**src/common/dsd_defs.svh**
```systemverilog
// Purpose: offsets, field positions and timing counts of the decoder
// Assumes: data addresses are 16 bits, I/O offsets 8 bits
// Notes:   shared by the decoder, the far-side stores and the bench
`ifndef DSD_DEFS_SVH
`define DSD_DEFS_SVH
`define RF_LOCS     32
`define IO_BASE     16'h0020
`define EXT_BASE    16'h0060
`define SRAM_BASE   16'h0100
`define SRAM_END    16'h1100
`define SRAM_AW     12
`define IO_OFS      16'h0020
`define BIT_IO_TOP  6'h1f
`define PTR_X_IDX   5'd26
`define PTR_Y_IDX   5'd28
`define PTR_Z_IDX   5'd30
`define A_SCR0      8'h3e
`define A_CTRL      8'h3f
`define A_DATA      8'h40
`define A_ADDR_L    8'h41
`define A_ADDR_H    8'h42
`define A_TEMP      8'h43
`define A_SCR1      8'h4a
`define A_SCR2      8'h4b
`define B_RD        0
`define B_WR        1
`define B_ARM       2
`define B_DONE      7
`define NVM_AW      10
`define ARM_CYCLES  3'd4
`define RD_STALL    3'd4
`define WR_STALL    3'd2
`define WR_TIME_US  3400
`define CLK_MHZ     10
`endif

```
**src/common/dsd_pkg.sv**
```systemverilog
// Purpose: types of the data-space decoder
// Assumes: nothing
// Notes:   constants live in dsd_defs.svh
`default_nettype none
package dsd_pkg;
  typedef enum logic [2:0] {ACC_LOAD, ACC_STORE, ACC_BIT_SET,
                            ACC_BIT_CLR, ACC_BIT_TEST} acc_kind_e;
  typedef enum logic [2:0] {ADR_DIRECT, ADR_IND, ADR_DISP,
                            ADR_PREDEC, ADR_POSTINC} adr_mode_e;
  typedef enum logic [1:0] {PTR_X, PTR_Y, PTR_Z} ptr_sel_e;
  typedef enum logic [1:0] {ST_IDLE, ST_SRAM, ST_STALL} dec_state_e;
endpackage
`default_nettype wire

```
**src/rtl/data_space_io_decoder.sv**
```systemverilog
// Purpose: data-space decoder, bit access, 8-bit temp, NVM address
// Assumes: CPU holds a request only while busy_o is low
// Notes:   write timer runs on por_n_i so a system reset spares it
`timescale 1ns/1ps
`default_nettype none
`include "dsd_defs.svh"
// Notes on behaviour
// - register file, I/O, extended I/O, then SRAM
// - extended I/O only by load and store
// - displacement adds up to 63 to Y/Z
// - X, Y, Z pointers from registers 26-31
// - pre-decrement and post-increment write pointer back
// - SRAM access takes two cycles
// - NVM bytes addressed linearly 0 to 1023
// - stall four cycles on read, two on write
// - pollable self-timed write busy indication
// - system reset never aborts a running write; power-on reset clears it
// - short I/O addresses 0-0x3F sit at +0x20
// - bit ops only at I/O 0x00-0x1F
// - bit ops touch only the addressed bit
// - write-one-to-clear flags clear on written one
// - three scratch registers, only the one at 0x3E bit-accessible
// - low byte to temp, high write loads both
// - low read copies high byte to temp
// - temp register directly readable and writable
// - 10-bit address register, low then high offset
// - write starts only within four armed cycles
// - read strobe loads addressed byte into data register
module data_space_io_decoder #(
  parameter int unsigned WR_CYCLES = `WR_TIME_US * `CLK_MHZ
) (
  // Clock and resets
  input  wire logic               clk_i,
  input  wire logic               reset_n_i,
  input  wire logic               por_n_i,
  // CPU request
  input  wire logic               req_i,
  input  wire dsd_pkg::acc_kind_e acc_i,
  input  wire dsd_pkg::adr_mode_e mode_i,
  input  wire dsd_pkg::ptr_sel_e  ptr_sel_i,
  input  wire logic               io_form_i,
  input  wire logic [15:0]        addr_i,
  input  wire logic [5:0]         disp_i,
  input  wire logic [2:0]         bit_sel_i,
  input  wire logic [7:0]         wdata_i,
  // CPU answer
  output logic                    busy_o,
  output logic                    ack_o,
  output logic [7:0]              rdata_o,
  output logic                    bit_o,
  // SRAM port
  output logic                    sram_en_o,
  output logic                    sram_we_o,
  output logic [`SRAM_AW-1:0]     sram_addr_o,
  output logic [7:0]              sram_wdata_o,
  input  wire logic [7:0]         sram_rdata_i,
  // Peripheral port
  output logic                    per_en_o,
  output logic                    per_we_o,
  output logic [7:0]              per_addr_o,
  output logic [7:0]              per_wdata_o,
  output logic [7:0]              per_wmask_o,
  input  wire logic [7:0]         per_rdata_i,
  // NVM array port
  output logic                    nvm_rd_o,
  output logic                    nvm_wr_o,
  output logic [`NVM_AW-1:0]      nvm_addr_o,
  output logic [7:0]              nvm_wdata_o,
  input  wire logic [7:0]         nvm_rdata_i
);
  import dsd_pkg::*;

  localparam int CW = $clog2(WR_CYCLES + 1);
  localparam logic [7:0] SCR_ADDR [3] = '{`A_SCR0, `A_SCR1, `A_SCR2};

  dec_state_e          state_reg, state_next;
  logic [2:0]          stall_reg, stall_next;
  logic [2:0]          arm_reg, arm_next;
  logic [7:0]          rf_reg [`RF_LOCS];
  logic [7:0]          rf_next [`RF_LOCS];
  logic [7:0]          rdata_reg, rdata_next;
  logic                bit_reg, bit_next;
  logic                ack_reg, ack_next;
  logic                sram_en_reg, sram_en_next;
  logic                sram_we_reg, sram_we_next;
  logic [`SRAM_AW-1:0] sram_addr_reg, sram_addr_next;
  logic [7:0]          sram_wdata_reg, sram_wdata_next;
  logic                nvm_rd_reg, nvm_rd_next;
  logic                nvm_wr_reg, nvm_wr_next;
  logic                done_reg, done_next;
  logic [7:0]          data_reg, data_next;
  logic [`NVM_AW-1:0]  addr_reg, addr_next;
  logic [7:0]          tmp_reg, tmp_next;
  logic [CW-1:0]       wr_cnt_reg, wr_cnt_next;
  logic [4:0]          pidx;
  logic [15:0]         ptr_val, eff_addr, ptr_new, io_addr, daddr;
  logic                ptr_upd, is_bit, bit_ok, refused, go, is_wr;
  logic                in_rf, in_per, in_sram, int_hit, int_we;
  logic                arm_on, arm_load, wr_start, wr_busy, wr_fin;
  logic [7:0]          wmask, wval, int_rd, ctrl_rd, rd;
  logic [7:0]          scr_q [3];
  logic [2:0]          scr_we;

  always_comb
  begin
    case (ptr_sel_i)
      PTR_X:   pidx = `PTR_X_IDX;
      PTR_Y:   pidx = `PTR_Y_IDX;
      default: pidx = `PTR_Z_IDX;
    endcase
  end
  assign ptr_val = {rf_reg[pidx + 5'd1], rf_reg[pidx]};

  ptr_unit u_ptr (
    .ptr_i    (ptr_val),
    .mode_i   (mode_i),
    .disp_i   (disp_i),
    .addr_i   (addr_i),
    .eff_o    (eff_addr),
    .upd_o    (ptr_new),
    .upd_en_o (ptr_upd)
  );

  // Short I/O form can never reach past 0x5F, so extended I/O stays
  // load/store only
  assign is_bit  = acc_i inside {ACC_BIT_SET, ACC_BIT_CLR, ACC_BIT_TEST};
  assign bit_ok  = addr_i[5:0] <= `BIT_IO_TOP;
  assign io_addr = {10'h000, addr_i[5:0]} + `IO_OFS;
  assign daddr   = (io_form_i || is_bit) ? io_addr : eff_addr;
  assign int_hit = daddr[15:8] == 8'h00 &&
                   daddr[7:0] inside {`A_SCR0, `A_CTRL, `A_DATA, `A_ADDR_L,
                                      `A_ADDR_H, `A_TEMP, `A_SCR1, `A_SCR2};
  assign in_rf   = daddr < `IO_BASE;
  assign in_per  = !in_rf && daddr < `SRAM_BASE && !int_hit;
  assign in_sram = daddr >= `SRAM_BASE && daddr < `SRAM_END;
  assign refused = is_bit && !bit_ok;
  assign go      = req_i && state_reg == ST_IDLE && !refused;
  assign is_wr   = acc_i inside {ACC_STORE, ACC_BIT_SET, ACC_BIT_CLR};
  assign wmask   = (acc_i == ACC_BIT_SET || acc_i == ACC_BIT_CLR) ?
                   8'h01 << bit_sel_i : 8'hff;
  assign wval    = acc_i == ACC_BIT_SET ? 8'hff :
                   acc_i == ACC_BIT_CLR ? 8'h00 : wdata_i;
  assign int_we  = go && is_wr && int_hit;
  assign arm_on  = arm_reg != 3'd0;

  // Peripherals see the mask and handle their own write-one-to-clear
  assign per_en_o    = go && in_per;
  assign per_we_o    = go && in_per && is_wr;
  assign per_addr_o  = daddr[7:0];
  assign per_wdata_o = wval & wmask;
  assign per_wmask_o = wmask;

  genvar gi;
  generate
    for (gi = 0; gi < 3; gi++)
    begin : g_scr
      assign scr_we[gi] = int_we && daddr[7:0] == SCR_ADDR[gi];
      scratch_reg u_scr (
        .clk_i     (clk_i),
        .reset_n_i (reset_n_i),
        .we_i      (scr_we[gi]),
        .mask_i    (wmask),
        .val_i     (wval),
        .q_o       (scr_q[gi])
      );
    end
  endgenerate

  always_comb
  begin
    ctrl_rd = 8'h00;
    ctrl_rd[`B_DONE] = done_reg;
    ctrl_rd[`B_ARM]  = arm_on;
    ctrl_rd[`B_WR]   = wr_busy;
    case (daddr[7:0])
      `A_CTRL:   int_rd = ctrl_rd;
      `A_DATA:   int_rd = data_reg;
      `A_ADDR_L: int_rd = addr_reg[7:0];
      `A_ADDR_H: int_rd = tmp_reg;
      `A_TEMP:   int_rd = tmp_reg;
      `A_SCR0:   int_rd = scr_q[0];
      `A_SCR1:   int_rd = scr_q[1];
      `A_SCR2:   int_rd = scr_q[2];
      default:   int_rd = 8'h00;
    endcase
    // Unmapped space reads zero and ignores writes
    if (in_rf)
      rd = rf_reg[daddr[4:0]];
    else if (int_hit)
      rd = int_rd;
    else if (in_per)
      rd = per_rdata_i;
    else
      rd = 8'h00;
  end

  always_comb
  begin
    state_next      = state_reg;
    stall_next      = stall_reg;
    arm_next        = arm_on ? arm_reg - 3'd1 : 3'd0;
    arm_load        = 1'b0;
    rf_next         = rf_reg;
    rdata_next      = rdata_reg;
    bit_next        = bit_reg;
    ack_next        = 1'b0;
    sram_en_next    = 1'b0;
    sram_we_next    = 1'b0;
    sram_addr_next  = sram_addr_reg;
    sram_wdata_next = sram_wdata_reg;
    nvm_rd_next     = 1'b0;
    nvm_wr_next     = 1'b0;
    wr_start        = 1'b0;
    done_next       = done_reg;
    data_next       = data_reg;
    addr_next       = addr_reg;
    tmp_next        = tmp_reg;
    case (state_reg)
      ST_IDLE:
      begin
        if (go)
        begin
          if (in_sram)
          begin
            state_next      = ST_SRAM;
            sram_en_next    = 1'b1;
            sram_we_next    = is_wr;
            sram_addr_next  = `SRAM_AW'(daddr - `SRAM_BASE);
            sram_wdata_next = wdata_i;
          end
          else
          begin
            ack_next   = 1'b1;
            rdata_next = rd;
            bit_next   = rd[bit_sel_i];
          end
          if (ptr_upd)
          begin
            rf_next[pidx]        = ptr_new[7:0];
            rf_next[pidx + 5'd1] = ptr_new[15:8];
          end
          if (in_rf && is_wr)
            rf_next[daddr[4:0]] = wdata_i;
          if (!is_wr && int_hit && daddr[7:0] == `A_ADDR_L)
            tmp_next = {6'h00, addr_reg[9:8]};
          if (int_we)
          begin
            case (daddr[7:0])
              `A_CTRL:
              begin
                if (wmask[`B_ARM] && wval[`B_ARM])
                begin
                  arm_next = `ARM_CYCLES;
                  arm_load = 1'b1;
                end
                if (wmask[`B_DONE] && wval[`B_DONE])
                  done_next = 1'b0;
                if (wmask[`B_WR] && wval[`B_WR] && arm_on && !wr_busy)
                begin
                  wr_start    = 1'b1;
                  nvm_wr_next = 1'b1;
                  state_next  = ST_STALL;
                  stall_next  = `WR_STALL;
                end
                else if (wmask[`B_RD] && wval[`B_RD] && !wr_busy)
                begin
                  nvm_rd_next = 1'b1;
                  state_next  = ST_STALL;
                  stall_next  = `RD_STALL;
                end
              end
              `A_DATA:   data_next = (data_reg & ~wmask) | (wval & wmask);
              `A_ADDR_L: tmp_next = wval;
              `A_ADDR_H:
              begin
                // Address frozen while a write is running
                if (!wr_busy)
                  addr_next = {wval[1:0], tmp_reg};
              end
              `A_TEMP:   tmp_next = wval;
              default:   ;
            endcase
          end
        end
      end
      ST_SRAM:
      begin
        ack_next   = 1'b1;
        rdata_next = sram_rdata_i;
        bit_next   = 1'b0;
        state_next = ST_IDLE;
      end
      ST_STALL:
      begin
        if (nvm_rd_reg)
          data_next = nvm_rdata_i;
        stall_next = stall_reg - 3'd1;
        if (stall_reg == 3'd1)
          state_next = ST_IDLE;
      end
      default:   state_next = ST_IDLE;
    endcase
    if (wr_fin)
      done_next = 1'b1;
  end

  // Address reset value is only for a clean simulation start
  always_ff @(posedge clk_i or negedge reset_n_i)
  begin
    if (!reset_n_i)
    begin
      state_reg      <= ST_IDLE;
      stall_reg      <= 3'd0;
      arm_reg        <= 3'd0;
      rf_reg         <= '{default: 8'h00};
      rdata_reg      <= 8'h00;
      bit_reg        <= 1'b0;
      ack_reg        <= 1'b0;
      sram_en_reg    <= 1'b0;
      sram_we_reg    <= 1'b0;
      sram_addr_reg  <= '0;
      sram_wdata_reg <= 8'h00;
      nvm_rd_reg     <= 1'b0;
      nvm_wr_reg     <= 1'b0;
      done_reg       <= 1'b0;
      data_reg       <= 8'h00;
      addr_reg       <= '0;
      tmp_reg        <= 8'h00;
    end
    else
    begin
      state_reg      <= state_next;
      stall_reg      <= stall_next;
      arm_reg        <= arm_next;
      rf_reg         <= rf_next;
      rdata_reg      <= rdata_next;
      bit_reg        <= bit_next;
      ack_reg        <= ack_next;
      sram_en_reg    <= sram_en_next;
      sram_we_reg    <= sram_we_next;
      sram_addr_reg  <= sram_addr_next;
      sram_wdata_reg <= sram_wdata_next;
      nvm_rd_reg     <= nvm_rd_next;
      nvm_wr_reg     <= nvm_wr_next;
      done_reg       <= done_next;
      data_reg       <= data_next;
      addr_reg       <= addr_next;
      tmp_reg        <= tmp_next;
    end
  end

  // Write timer: only power-on clears it
  always_comb
  begin
    wr_cnt_next = wr_cnt_reg;
    if (wr_start)
      wr_cnt_next = CW'(WR_CYCLES);
    else if (wr_busy)
      wr_cnt_next = wr_cnt_reg - CW'(1);
  end
  assign wr_busy = wr_cnt_reg != '0;
  assign wr_fin  = wr_cnt_reg == CW'(1);

  always_ff @(posedge clk_i or negedge por_n_i)
  begin
    if (!por_n_i)
      wr_cnt_reg <= '0;
    else
      wr_cnt_reg <= wr_cnt_next;
  end

  assign busy_o       = state_reg != ST_IDLE;
  assign ack_o        = ack_reg;
  assign rdata_o      = rdata_reg;
  assign bit_o        = bit_reg;
  assign sram_en_o    = sram_en_reg;
  assign sram_we_o    = sram_we_reg;
  assign sram_addr_o  = sram_addr_reg;
  assign sram_wdata_o = sram_wdata_reg;
  assign nvm_rd_o     = nvm_rd_reg;
  assign nvm_wr_o     = nvm_wr_reg;
  assign nvm_addr_o   = addr_reg;
  assign nvm_wdata_o  = data_reg;
endmodule
`default_nettype wire

```
**src/rtl/ptr_unit.sv**
```systemverilog
// Purpose: effective address and pointer update for one access
// Assumes: pointer value already gathered from the register file
// Notes:   purely combinational
`timescale 1ns/1ps
`default_nettype none
module ptr_unit (
  // Request
  input  wire logic [15:0]        ptr_i,
  input  wire dsd_pkg::adr_mode_e mode_i,
  input  wire logic [5:0]         disp_i,
  input  wire logic [15:0]        addr_i,
  // Results
  output logic [15:0]             eff_o,
  output logic [15:0]             upd_o,
  output logic                    upd_en_o
);
  import dsd_pkg::*;

  always_comb
  begin
    eff_o    = ptr_i;
    upd_o    = ptr_i;
    upd_en_o = 1'b0;
    case (mode_i)
      ADR_DIRECT:  eff_o = addr_i;
      ADR_IND:     eff_o = ptr_i;
      ADR_DISP:    eff_o = ptr_i + {10'h000, disp_i};
      ADR_PREDEC:
      begin
        upd_o    = ptr_i - 16'h0001;
        eff_o    = ptr_i - 16'h0001;
        upd_en_o = 1'b1;
      end
      ADR_POSTINC:
      begin
        upd_o    = ptr_i + 16'h0001;
        upd_en_o = 1'b1;
      end
      default:     eff_o = addr_i;
    endcase
  end
endmodule
`default_nettype wire

```
**src/rtl/scratch_reg.sv**
```systemverilog
// Purpose: one general-purpose byte register with per-bit write mask
// Assumes: decode done by the caller
// Notes:   mask lets single-bit writes leave the other bits alone
`timescale 1ns/1ps
`default_nettype none
module scratch_reg (
  // Clock and reset
  input  wire logic       clk_i,
  input  wire logic       reset_n_i,
  // Write port
  input  wire logic       we_i,
  input  wire logic [7:0] mask_i,
  input  wire logic [7:0] val_i,
  // Contents
  output logic [7:0]      q_o
);
  logic [7:0] q_reg;
  logic [7:0] q_next;

  always_comb
  begin
    q_next = q_reg;
    if (we_i)
      q_next = (q_reg & ~mask_i) | (val_i & mask_i);
  end

  always_ff @(posedge clk_i or negedge reset_n_i)
  begin
    if (!reset_n_i)
      q_reg <= 8'h00;
    else
      q_reg <= q_next;
  end

  assign q_o = q_reg;
endmodule
`default_nettype wire

```
**config.mk**
```make
export PLATFORM = sky130hd
export DESIGN_NAME = data_space_io_decoder
export DESIGN_NICKNAME = d
export VERILOG_FILES = /design/src/common/dsd_pkg.sv /design/src/rtl/data_space_io_decoder.sv /design/src/rtl/ptr_unit.sv /design/src/rtl/scratch_reg.sv
export VERILOG_INCLUDE_DIRS = /design/src /design/src/common
export SDC_FILE = /design/constraint.sdc
export NUM_CORES = 1
export LEC_CHECK = 0
export BUFFER_PORTS_ARGS = -buffer_cell sky130_fd_sc_hd__buf_2
export CAP_MARGIN = 20
export CELL_PAD_IN_SITES_DETAIL_PLACEMENT = 0
export CELL_PAD_IN_SITES_GLOBAL_PLACEMENT = 1
export CORE_ASPECT_RATIO = 0.5
export CORE_MARGIN = 2
export CORE_UTILIZATION = 44
export CTS_CLUSTER_SIZE = 24
export DETAILED_ROUTE_END_ITERATION = 6
export GPL_TIMING_DRIVEN = 0
export PLACE_DENSITY_LB_ADDON = 0.15
export SYNTH_ARGS = -nofsm -noshare
export SYNTH_HDL_FRONTEND = slang
export SYNTH_SLANG_ARGS = --single-unit
export TNS_END_PERCENT = 30
```
**constraint.sdc**
```tcl
create_clock -name clk_i -period 5.6 [get_ports clk_i]
set_input_delay 1.12 -clock clk_i [delete_from_list [all_inputs] [get_ports clk_i]]
set_output_delay 1.12 -clock clk_i [all_outputs]
set_load 0.005 [all_outputs]
```
==> results_dict.tcl, run 1 <==
set metrics [dict create \
    crit_required_ps 4480 \
    io_pins 149 \
    die_x_um 313 \
    violations "setup timing" \
    use_met2_pct 48.0 \
    clock-sinks 365 \
    start_util_pct 44.7 \
    worstSkewPairLatency_ps 580 \
    final_hold_viol_count 0 \
    place_hpwl_mm 61.3 \
    met3_usage_pct 8.09 \
    cp-startpoint "ptr_sel_i[0]" \
    placed_cells 2870 \
    finalCriticalPeriod_ps 5880 \
    viasPerCell 6.36 \
    port_buffers 143 \
    synth_flop_cell "dfrtp_1" \
    drc 0 \
    synthToLayoutAreaGrowth_pct 19.2 \
    yosysSeqAreaShare_pct 43.5 \
    postSynth.asyncResetShare_pct 100 \
    drt_wl_total_mm 84.7 \
    synth-warning-count 0 \
    fin_crit_sh_pct 105 \
    setup_viol 17 \
    synth.most_common_cell "dfrtp_1" \
    syn_inst 2082 \
    first_pass_iters 6 \
    endpoint_kind "output port" \
    synth_area_mm2 0.0210 \
    maxSlewViolCount 0 \
    drt_iter0_markers 2097 \
    fp.dieH_um 159 \
    max_slew_margin_pct 25.1 \
    synth_compound_area_share_pct 15.1 \
    fmax_mhz 170 \
    die_area_mm2 0.0496 \
    fin_hold_ws_ps 450 \
    cts_buffers 36 \
    synth_common_cells "365 x dfrtp_1, 300 x nand2_1, 281 x mux2_2, 97 x nor2_1, 90 x clkbuf_1" \
    total_power_uw 8390 \
    drv_cap 0 \
    tns_ps -1250 \
    grt_overflow 0 \
    synth_edf_count 0 \
    synthXorXnorAreaFrac_pct 1.63 \
    r2r_start "rf_reg[9]$_DFFE_PN0P_" \
    synth.distinct_cells 92 \
    drive_above_1_share_pct 32.1 \
    tightest_slew_ps 1120 \
    cts_tree "done" \
    htree_levels 2 \
    final_nets 2398 \
    avgSynthCellArea_um2 10.1 \
    hold_class "primary input to asynchronous set/reset pin" \
    ctsRootBufferMaster "clkbuf_16" \
    rrSetupSlack_ps 100 \
    wl_per_cell_um 28.5 \
    antenna_found_initial 2 \
    regToRegEndpoint "bit_o$_DFFE_PN0P_" \
    synth_mux_area_share_pct 20.0 \
    top_usage_layer "met1" \
    cp-start-kind "primary input" \
    largest_register_ffs 256 \
    place_congestion 0.965 \
    syn-num-nets 2169 \
    grt_max_degree 111 \
    crit_fanout 5 \
    synth_top_family_by_area "multiplexers" \
    yosysTopAreaCell "dfrtp_1" \
    leakage_uw 0.0114 \
    rsz0062_at_grt "yes" \
    track_usage_pct 33.7 \
    ant_nets 0 \
    post-route-util_pct 53.3 \
    power_density_mw_per_mm2 335 \
    crit_type "primary input to output port" \
    grt_use_met1_pct 50.3 \
    worst_slack_ps -279 \
    reg2regPathDepth 16 \
    path_clk_slew_ps 70 \
    yosysTopAreaCellShare_pct 43.5 \
    row_count 56 \
    grt_first_pass_wirelength_mm 122 \
    yosys.area_share.simple_pct 15.4 \
    arrival_ps 4760 \
    core_mm2 0.0470 \
    grt_pass1_vias 17814 \
    clock_skew_ps 21.4 \
    vias 18927 \
    cts_max_path_buffers 3 \
    synth-seq-cells 365 \
    synth_fa_ha_area_share_pct 1.06 \
    ir_worst_vdd_uv 258 \
    status "complete, but fails checks" \
    synthTopCellsByArea "dfrtp_1 43%, mux2_2 15%, nand2_1 5.4%, mux2i_1 4.0%, nand3_1 1.8%" \
    finalNonFillerCells 2977 \
]
## worst max-delay path by stage
stage	end	slack, ps	depth (start not counted)
floorplan	per_en_o	2	16
global placement	sram_addr_o[8]$_DFFE_PN0P_	-3720	1
detailed placement	bit_o$_DFFE_PN0P_	-2420	21
CTS	per_en_o	-210	17
global route	per_en_o	-330	18
finish	per_en_o	-280	17
## worst max-delay path, stage by stage
cell      delay (ps)
buf_8            110
buf_12           130
mux2_4           330
mux2_4           320
inv_4             80
ha_4             130
o211ai_1         210
nor4_4           320
buf_4            230
nand3_2           90
and4bb_2         330
nor4_4           250
or4b_4           490
and3b_2          270
nand3_4          120
nor2_4            60
buf_2            160
## area by class of cell
cell class / instances / area [µm²]
Tap cell: 638 / 798
Inverter: 47 / 203
Fill cell: 4367 / 22000
Antenna cell: 2 / 5.00
Sequential cell: 365 / 9130
Timing Repair Buffer: 195 / 1220
Multi-Input combinational cell: 1534 / 11800
Clock inverter: 8 / 130
Clock buffer: 56 / 1090
Buffer: 132 / 684
## stage by stage
| step | worst slack (ps) | cell area [µm²] |
|---|---|---|
| after detailed placement | -2420 | 22700 |
| after floorplan | 2.21 | 21000 |
| after CTS | -211 | 24800 |
| after global routing | -332 | 25100 |
| final | -279 | 25100 |
| after global placement | -3720 | 22500 |
## cell usage in the layout (no fill, tap or decap), types with 26 or more instances in the layout
cell type    n
clkbuf_1    72
nor2_1      84
clkbuf_16   37
o21ai_0     37
a31oi_1     27
mux2i_1     78
dfrtp_1    365
mux2_2     280
a2bb2oi_1   30
xnor2_1     28
nand4_1     26
inv_1       36
buf_2      161
nand2_2     27
nor3_1      28
a21oi_1     63
and3_1      29
nand2_1    273
buf_4       55
nand3_1     72
## cell families after synthesis
family                     after synthesis
and+or+nand+nor                        669
AOI/OAI and AO/OA                      431
xor gates and xnor gates                39
DFF                                    365
buffers and inverters                  183
muxes                                  377
adders and majority gates               18
## routing by layer
metal	vias to the layer above	routed length, µm
met5	-	0
li1	8185	-
met4	0	2580
met3	148	8890
met2	984	34500
met1	9610	38800
## power by group
part	switching (µW)	leakage, µW	total [µW]	internal [µW]
Clock	1140	0.000595	2580	1440
Sequential	278	0.00488	3190	2920
Combinational	1630	0.00588	2610	983
Total	3040	0.0114	8390	5340
## timing repair
action	4_1_cts	5_1_grt
gates resized for setup	168	61
gates cloned	1	0
pin swaps	18	18
endpoints found under the setup margin	365	324
hold buffers	0	0
setup buffers	31	13
No activity file was read; power rests on OpenSTA's default activity.
==> inputs of run 2 (changes only) <==
Settings changed: TNS_END_PERCENT 30 to 10.
==> results_dict.tcl, run 2 (synthesis results as in run 1) <==
set metrics [dict create \
    grt_pass1_vias 17817 \
    track_usage_pct 33.7 \
    cts_buffers 36 \
    clock-sinks 365 \
    die_x_um 313 \
    critPathTopFamily "compound AO/OA/AOI/OAI gates" \
    cts_tree "done" \
    layout_commonest_cell "dfrtp_1" \
    start_util_pct 44.7 \
    worst_slack_ps -279 \
    port_buffers 143 \
    power_density_mw_per_mm2 335 \
    max_slew_margin_pct 29.1 \
    largest_register_ffs 256 \
    grt_max_degree 111 \
    row_count 56 \
    final_hold_viol_count 0 \
    core_mm2 0.0470 \
    crit_chain "buf_8, buf_12, mux2_4, mux2_4, ha_4, ha_4, a31oi_4, o22a_2, buf_4, a211oi_2, o21ai_1, and4bb_2, buf_4, nor2_1, o31ai_1, and3b_2, nand3_4, nor2_4, buf_2" \
    clock_skew_ps 24.5 \
    tightest_slew_ps 1050 \
    htree_levels 2 \
    first_pass_iters 5 \
    endpoint_kind "output port" \
    die_area_mm2 0.0496 \
    cpMaxStageDelayCell "and4bb_2" \
    rrSetupSlack_ps 0 \
    fp.dieH_um 159 \
    hold_class "primary input to asynchronous set/reset pin" \
    drv_cap 0 \
    path_clk_slew_ps 70 \
    worstSkewPairLatency_ps 580 \
    placed_cells 2870 \
    dp_slack_ps -2420 \
    leakage_uw 0.0114 \
    crit_fanout 5 \
    ctsRootBufferMaster "clkbuf_16" \
    mostFrequentLayoutCells "365 x dfrtp_1, 280 x mux2_2, 278 x nand2_1, 161 x buf_2, 86 x nor2_1" \
    rsz0062_at_grt "yes" \
    arrival_ps 4760 \
    regToRegEndpoint "rf_reg[9]$_DFFE_PN0P_" \
    total_power_uw 8390 \
    status "complete, but fails checks" \
    cts_max_path_buffers 3 \
    place_congestion 0.965 \
    violations "setup timing" \
    final_nets 2402 \
    ant_nets 0 \
    r2r_start "rf_reg[9]$_DFFE_PN0P_" \
    reg2regPathDepth 19 \
    synthToLayoutAreaGrowth_pct 19.2 \
    viasPerCell 6.33 \
    maxSlewViolCount 0 \
    drc 0 \
    wl_per_cell_um 28.4 \
    dpl-instance-area_mm2 0.0227 \
    fmax_mhz 170 \
    antenna_found_initial 3 \
    drt_wl_total_mm 84.6 \
    grt_first_pass_wirelength_mm 122 \
    io_pins 149 \
    drive_above_1_share_pct 31.8 \
    finalNonFillerCells 2981 \
    fin_crit_sh_pct 105 \
    place_hpwl_mm 61.3 \
    crit_buf_inv 5 \
    cp-start-kind "primary input" \
    finalCriticalPeriod_ps 5880 \
    vias 18862 \
    design_area_mm2 0.0251 \
    crit_required_ps 4480 \
    max_stage_delay_ps 370 \
    ir_worst_vdd_uv 257 \
    setup_viol 120 \
    drt_iter0_markers 2167 \
    grt_overflow 0 \
    crit_type "primary input to output port" \
]
## run 2: worst max-delay path by stage
stage / from / depth (start not counted) / slack [ps] / end
after floorplan: ptr_sel_i[0] / 16 / 2 / per_en_o
after global placement: reset_n_i / 1 / -3720 / sram_addr_o[8]$_DFFE_PN0P_
after detailed placement: ptr_sel_i[0] / 21 / -2420 / bit_o$_DFFE_PN0P_
after CTS: ptr_sel_i[0] / 17 / -210 / per_en_o
after global routing: ptr_sel_i[0] / 19 / -340 / per_en_o
final: ptr_sel_i[0] / 19 / -280 / per_en_o
## run 2: report_power, final
part           switching, µW  internal (µW)  leakage, µW
clock network           1140           1440     0.000595
logic                   1620            986      0.00589
registers                277           2920      0.00488
total                   3040           5350       0.0114
## run 2: per-stage QoR
step	utilization [%]	hold slack, ps	TNS, ps
6_report	53.3	452	-14320
5_1_grt	53.3	482	-23230
4_1_cts	52.6	461	-2050
3_5_place_dp	48.2	450	-650670
3_3_place_gp	48.0	451	-1938210
2_1_floorplan	-	433	0
## run 2: area by class of cell
cell class / count / area [µm²]
tap: 638 / 798
inverter: 47 / 203
timing repair buffer: 198 / 1250
sequential: 365 / 9130
clock inverter: 8 / 130
buffer: 133 / 686
clock buffer: 56 / 1090
antenna: 2 / 5.00
multi-input combinational: 1534 / 11800
fill: 4355 / 22000
## run 2: what timing repair did
action                                  in CTS  in global routing
pin swaps                                   18                 23
resized for setup                          161                 52
hold buffers                                 0                  0
endpoints found under the setup margin     365                334
setup buffers                               29                 18
gates cloned                                 1                  0
## run 2: layer usage
metal / up-vias / wire length [µm] / GRT usage, %
li1: 8185 / - / -
met1: 9599 / 38500 / 50.3
met2: 939 / 34200 / 47.9
met3: 139 / 9150 / 8.09
met4: 0 / 2640 / 10.3
met5: - / 0 / 0
==> inputs of run 3 (changes only) <==
Settings changed: BUFFER_PORTS_ARGS -buffer_cell sky130_fd_sc_hd__buf_2 to -buffer_cell sky130_fd_sc_hd__buf_4.
==> results_dict.tcl, run 3 (synthesis results as in run 1) <==
set metrics [dict create \
    status "complete, but fails checks" \
    violations "setup timing" \
    final_nets 2412 \
    clock_skew_ps 28.7 \
    arrival_ps 4790 \
    endpoint_kind "output port" \
    crit_required_ps 4480 \
    setup_viol 72 \
    ir_worst_vdd_uv 234 \
    cts_max_path_buffers 3 \
    tightest_slew_ps 1100 \
    final_hold_viol_count 0 \
    drv_cap 0 \
    vias 18953 \
    wl_per_cell_um 28.5 \
    track_usage_pct 34.0 \
    crit_type "primary input to output port" \
    cts_tree "done" \
    largest_register_ffs 256 \
    worst_slack_ps -311 \
    core_mm2 0.0470 \
    nFillCells 4287 \
    htree_levels 2 \
    cp-startpoint "ptr_sel_i[0]" \
    start_util_pct 44.7 \
    drc 0 \
    drive_above_1_share_pct 32.0 \
    grt_first_pass_wirelength_mm 124 \
    antenna_cells 0 \
    cts_buffers 37 \
    first_pass_iters 5 \
    path_clk_slew_ps 60 \
    rrSetupSlack_ps 50 \
    rsz0062_at_grt "yes" \
    viasPerCell 6.34 \
    reg2regPathDepth 16 \
    hold_buffers 0 \
    ctsRootBufferMaster "clkbuf_16" \
    total_power_uw 8460 \
    grt_pass1_vias 18050 \
    synthToLayoutAreaGrowth_pct 21.3 \
    place_hpwl_mm 61.2 \
    die_area_mm2 0.0496 \
    fin_hold_ws_ps 419 \
    grt_max_degree 101 \
    leakage_uw 0.0115 \
    max_slew_margin_pct 26.7 \
    fin_crit_sh_pct 106 \
    antenna_found_initial 1 \
    finalCriticalPeriod_ps 5910 \
    crit_end "per_en_o" \
    row_count 56 \
    regToRegEndpoint "bit_o$_DFFE_PN0P_" \
    fmax_mhz 169 \
    crit_fanout 7 \
    maxSlewViolCount 0 \
    die_x_um 313 \
    clock-sinks 365 \
    io_pins 149 \
    port_buffers 143 \
    multi_input_area_mm2 0.0118 \
    drt_iter0_markers 2133 \
    drt_wl_total_mm 85.2 \
    cp-start-kind "primary input" \
    layout_commonest_cell "dfrtp_1" \
    design_area_mm2 0.0255 \
    grt_overflow 0 \
    r2r_start "rf_reg[9]$_DFFE_PN0P_" \
    dpl-instance-area_mm2 0.0230 \
    worstSkewPairLatency_ps 570 \
    mostFrequentLayoutCells "365 x dfrtp_1, 281 x nand2_1, 280 x mux2_2, 203 x buf_4, 85 x nor2_1" \
    fp.dieH_um 159 \
    seq_area_mm2 0.00913 \
    power_density_mw_per_mm2 332 \
    ant_nets 0 \
    place_congestion 0.990 \
    hold_class "primary input to asynchronous set/reset pin" \
]
## run 3: worst min-delay path by stage
stage	startpoint	endpoint	slack, ps
CTS	por_n_i	wr_cnt_reg[13]$_DFFE_PN0P_	410
floorplan	wr_cnt_reg[11]$_DFFE_PN0P_	wr_cnt_reg[11]$_DFFE_PN0P_	430
global route	por_n_i	wr_cnt_reg[15]$_DFFE_PN0P_	420
detailed placement	wr_cnt_reg[11]$_DFFE_PN0P_	wr_cnt_reg[11]$_DFFE_PN0P_	450
global placement	wr_cnt_reg[11]$_DFFE_PN0P_	wr_cnt_reg[11]$_DFFE_PN0P_	450
finish	por_n_i	wr_cnt_reg[4]$_DFFE_PN0P_	420
## run 3: worst max-delay path, cell delays in order
cell,delay [ps]
buf_8,100
buf_12,140
mux2_4,330
mux2_4,330
inv_4,90
ha_4,130
o211ai_1,120
buf_4,180
o21ai_4,140
a21oi_4,90
o32ai_4,420
buf_6,210
inv_8,60
nor4_4,240
or4b_4,490
and3b_2,250
nand3_4,130
nor2_4,60
buf_6,150
## run 3: layout make-up
type / instances / share of cell area, %
clock inverters: 15 / 0.564
flip-flops and latches: 365 / 35.8
repair buffers: 208 / 6.60
clock buffers: 49 / 4.05
inverters: 47 / 0.824
multi-input cells: 1534 / 46.4
well taps: 638 / 3.13
plain buffers: 132 / 2.60
## run 3: per-stage QoR
step           setup WS, ps  setup TNS [ps]  util (%)  cells
2_1_floorplan          2.21               0         -   2082
3_3_place_gp          -2420         -670190      48.7   2863
3_5_place_dp          -2420         -648920      49.0   2870
4_1_cts                -197           -1240      53.5   2968
5_1_grt                -371          -17380      54.2   2988
6_report               -311           -4720      54.2   2988
## run 3: power by group
group          leakage [µW]  internal [µW]  total, µW  switching, µW
Sequential          0.00488           2920       3200            282
Clock              0.000574           1360       2530           1170
Combinational       0.00604           1090       2740           1650
Total                0.0115           5370       8460           3100
## run 3: timing repair
item | CTS | global route
setup buffers | 37 | 21
endpoints found under the setup margin | 365 | 297
pin swaps | 26 | 30
gates resized for setup | 175 | 45
endpoints found under the hold margin | 0 | 0
## run 3: metal layers
metal  routed length (µm)  global-route usage (%)
met1                38100                    49.0
met2                34900                    48.8
met3                 9760                    11.1
met4                 2440                    8.89
met5                    9                       0
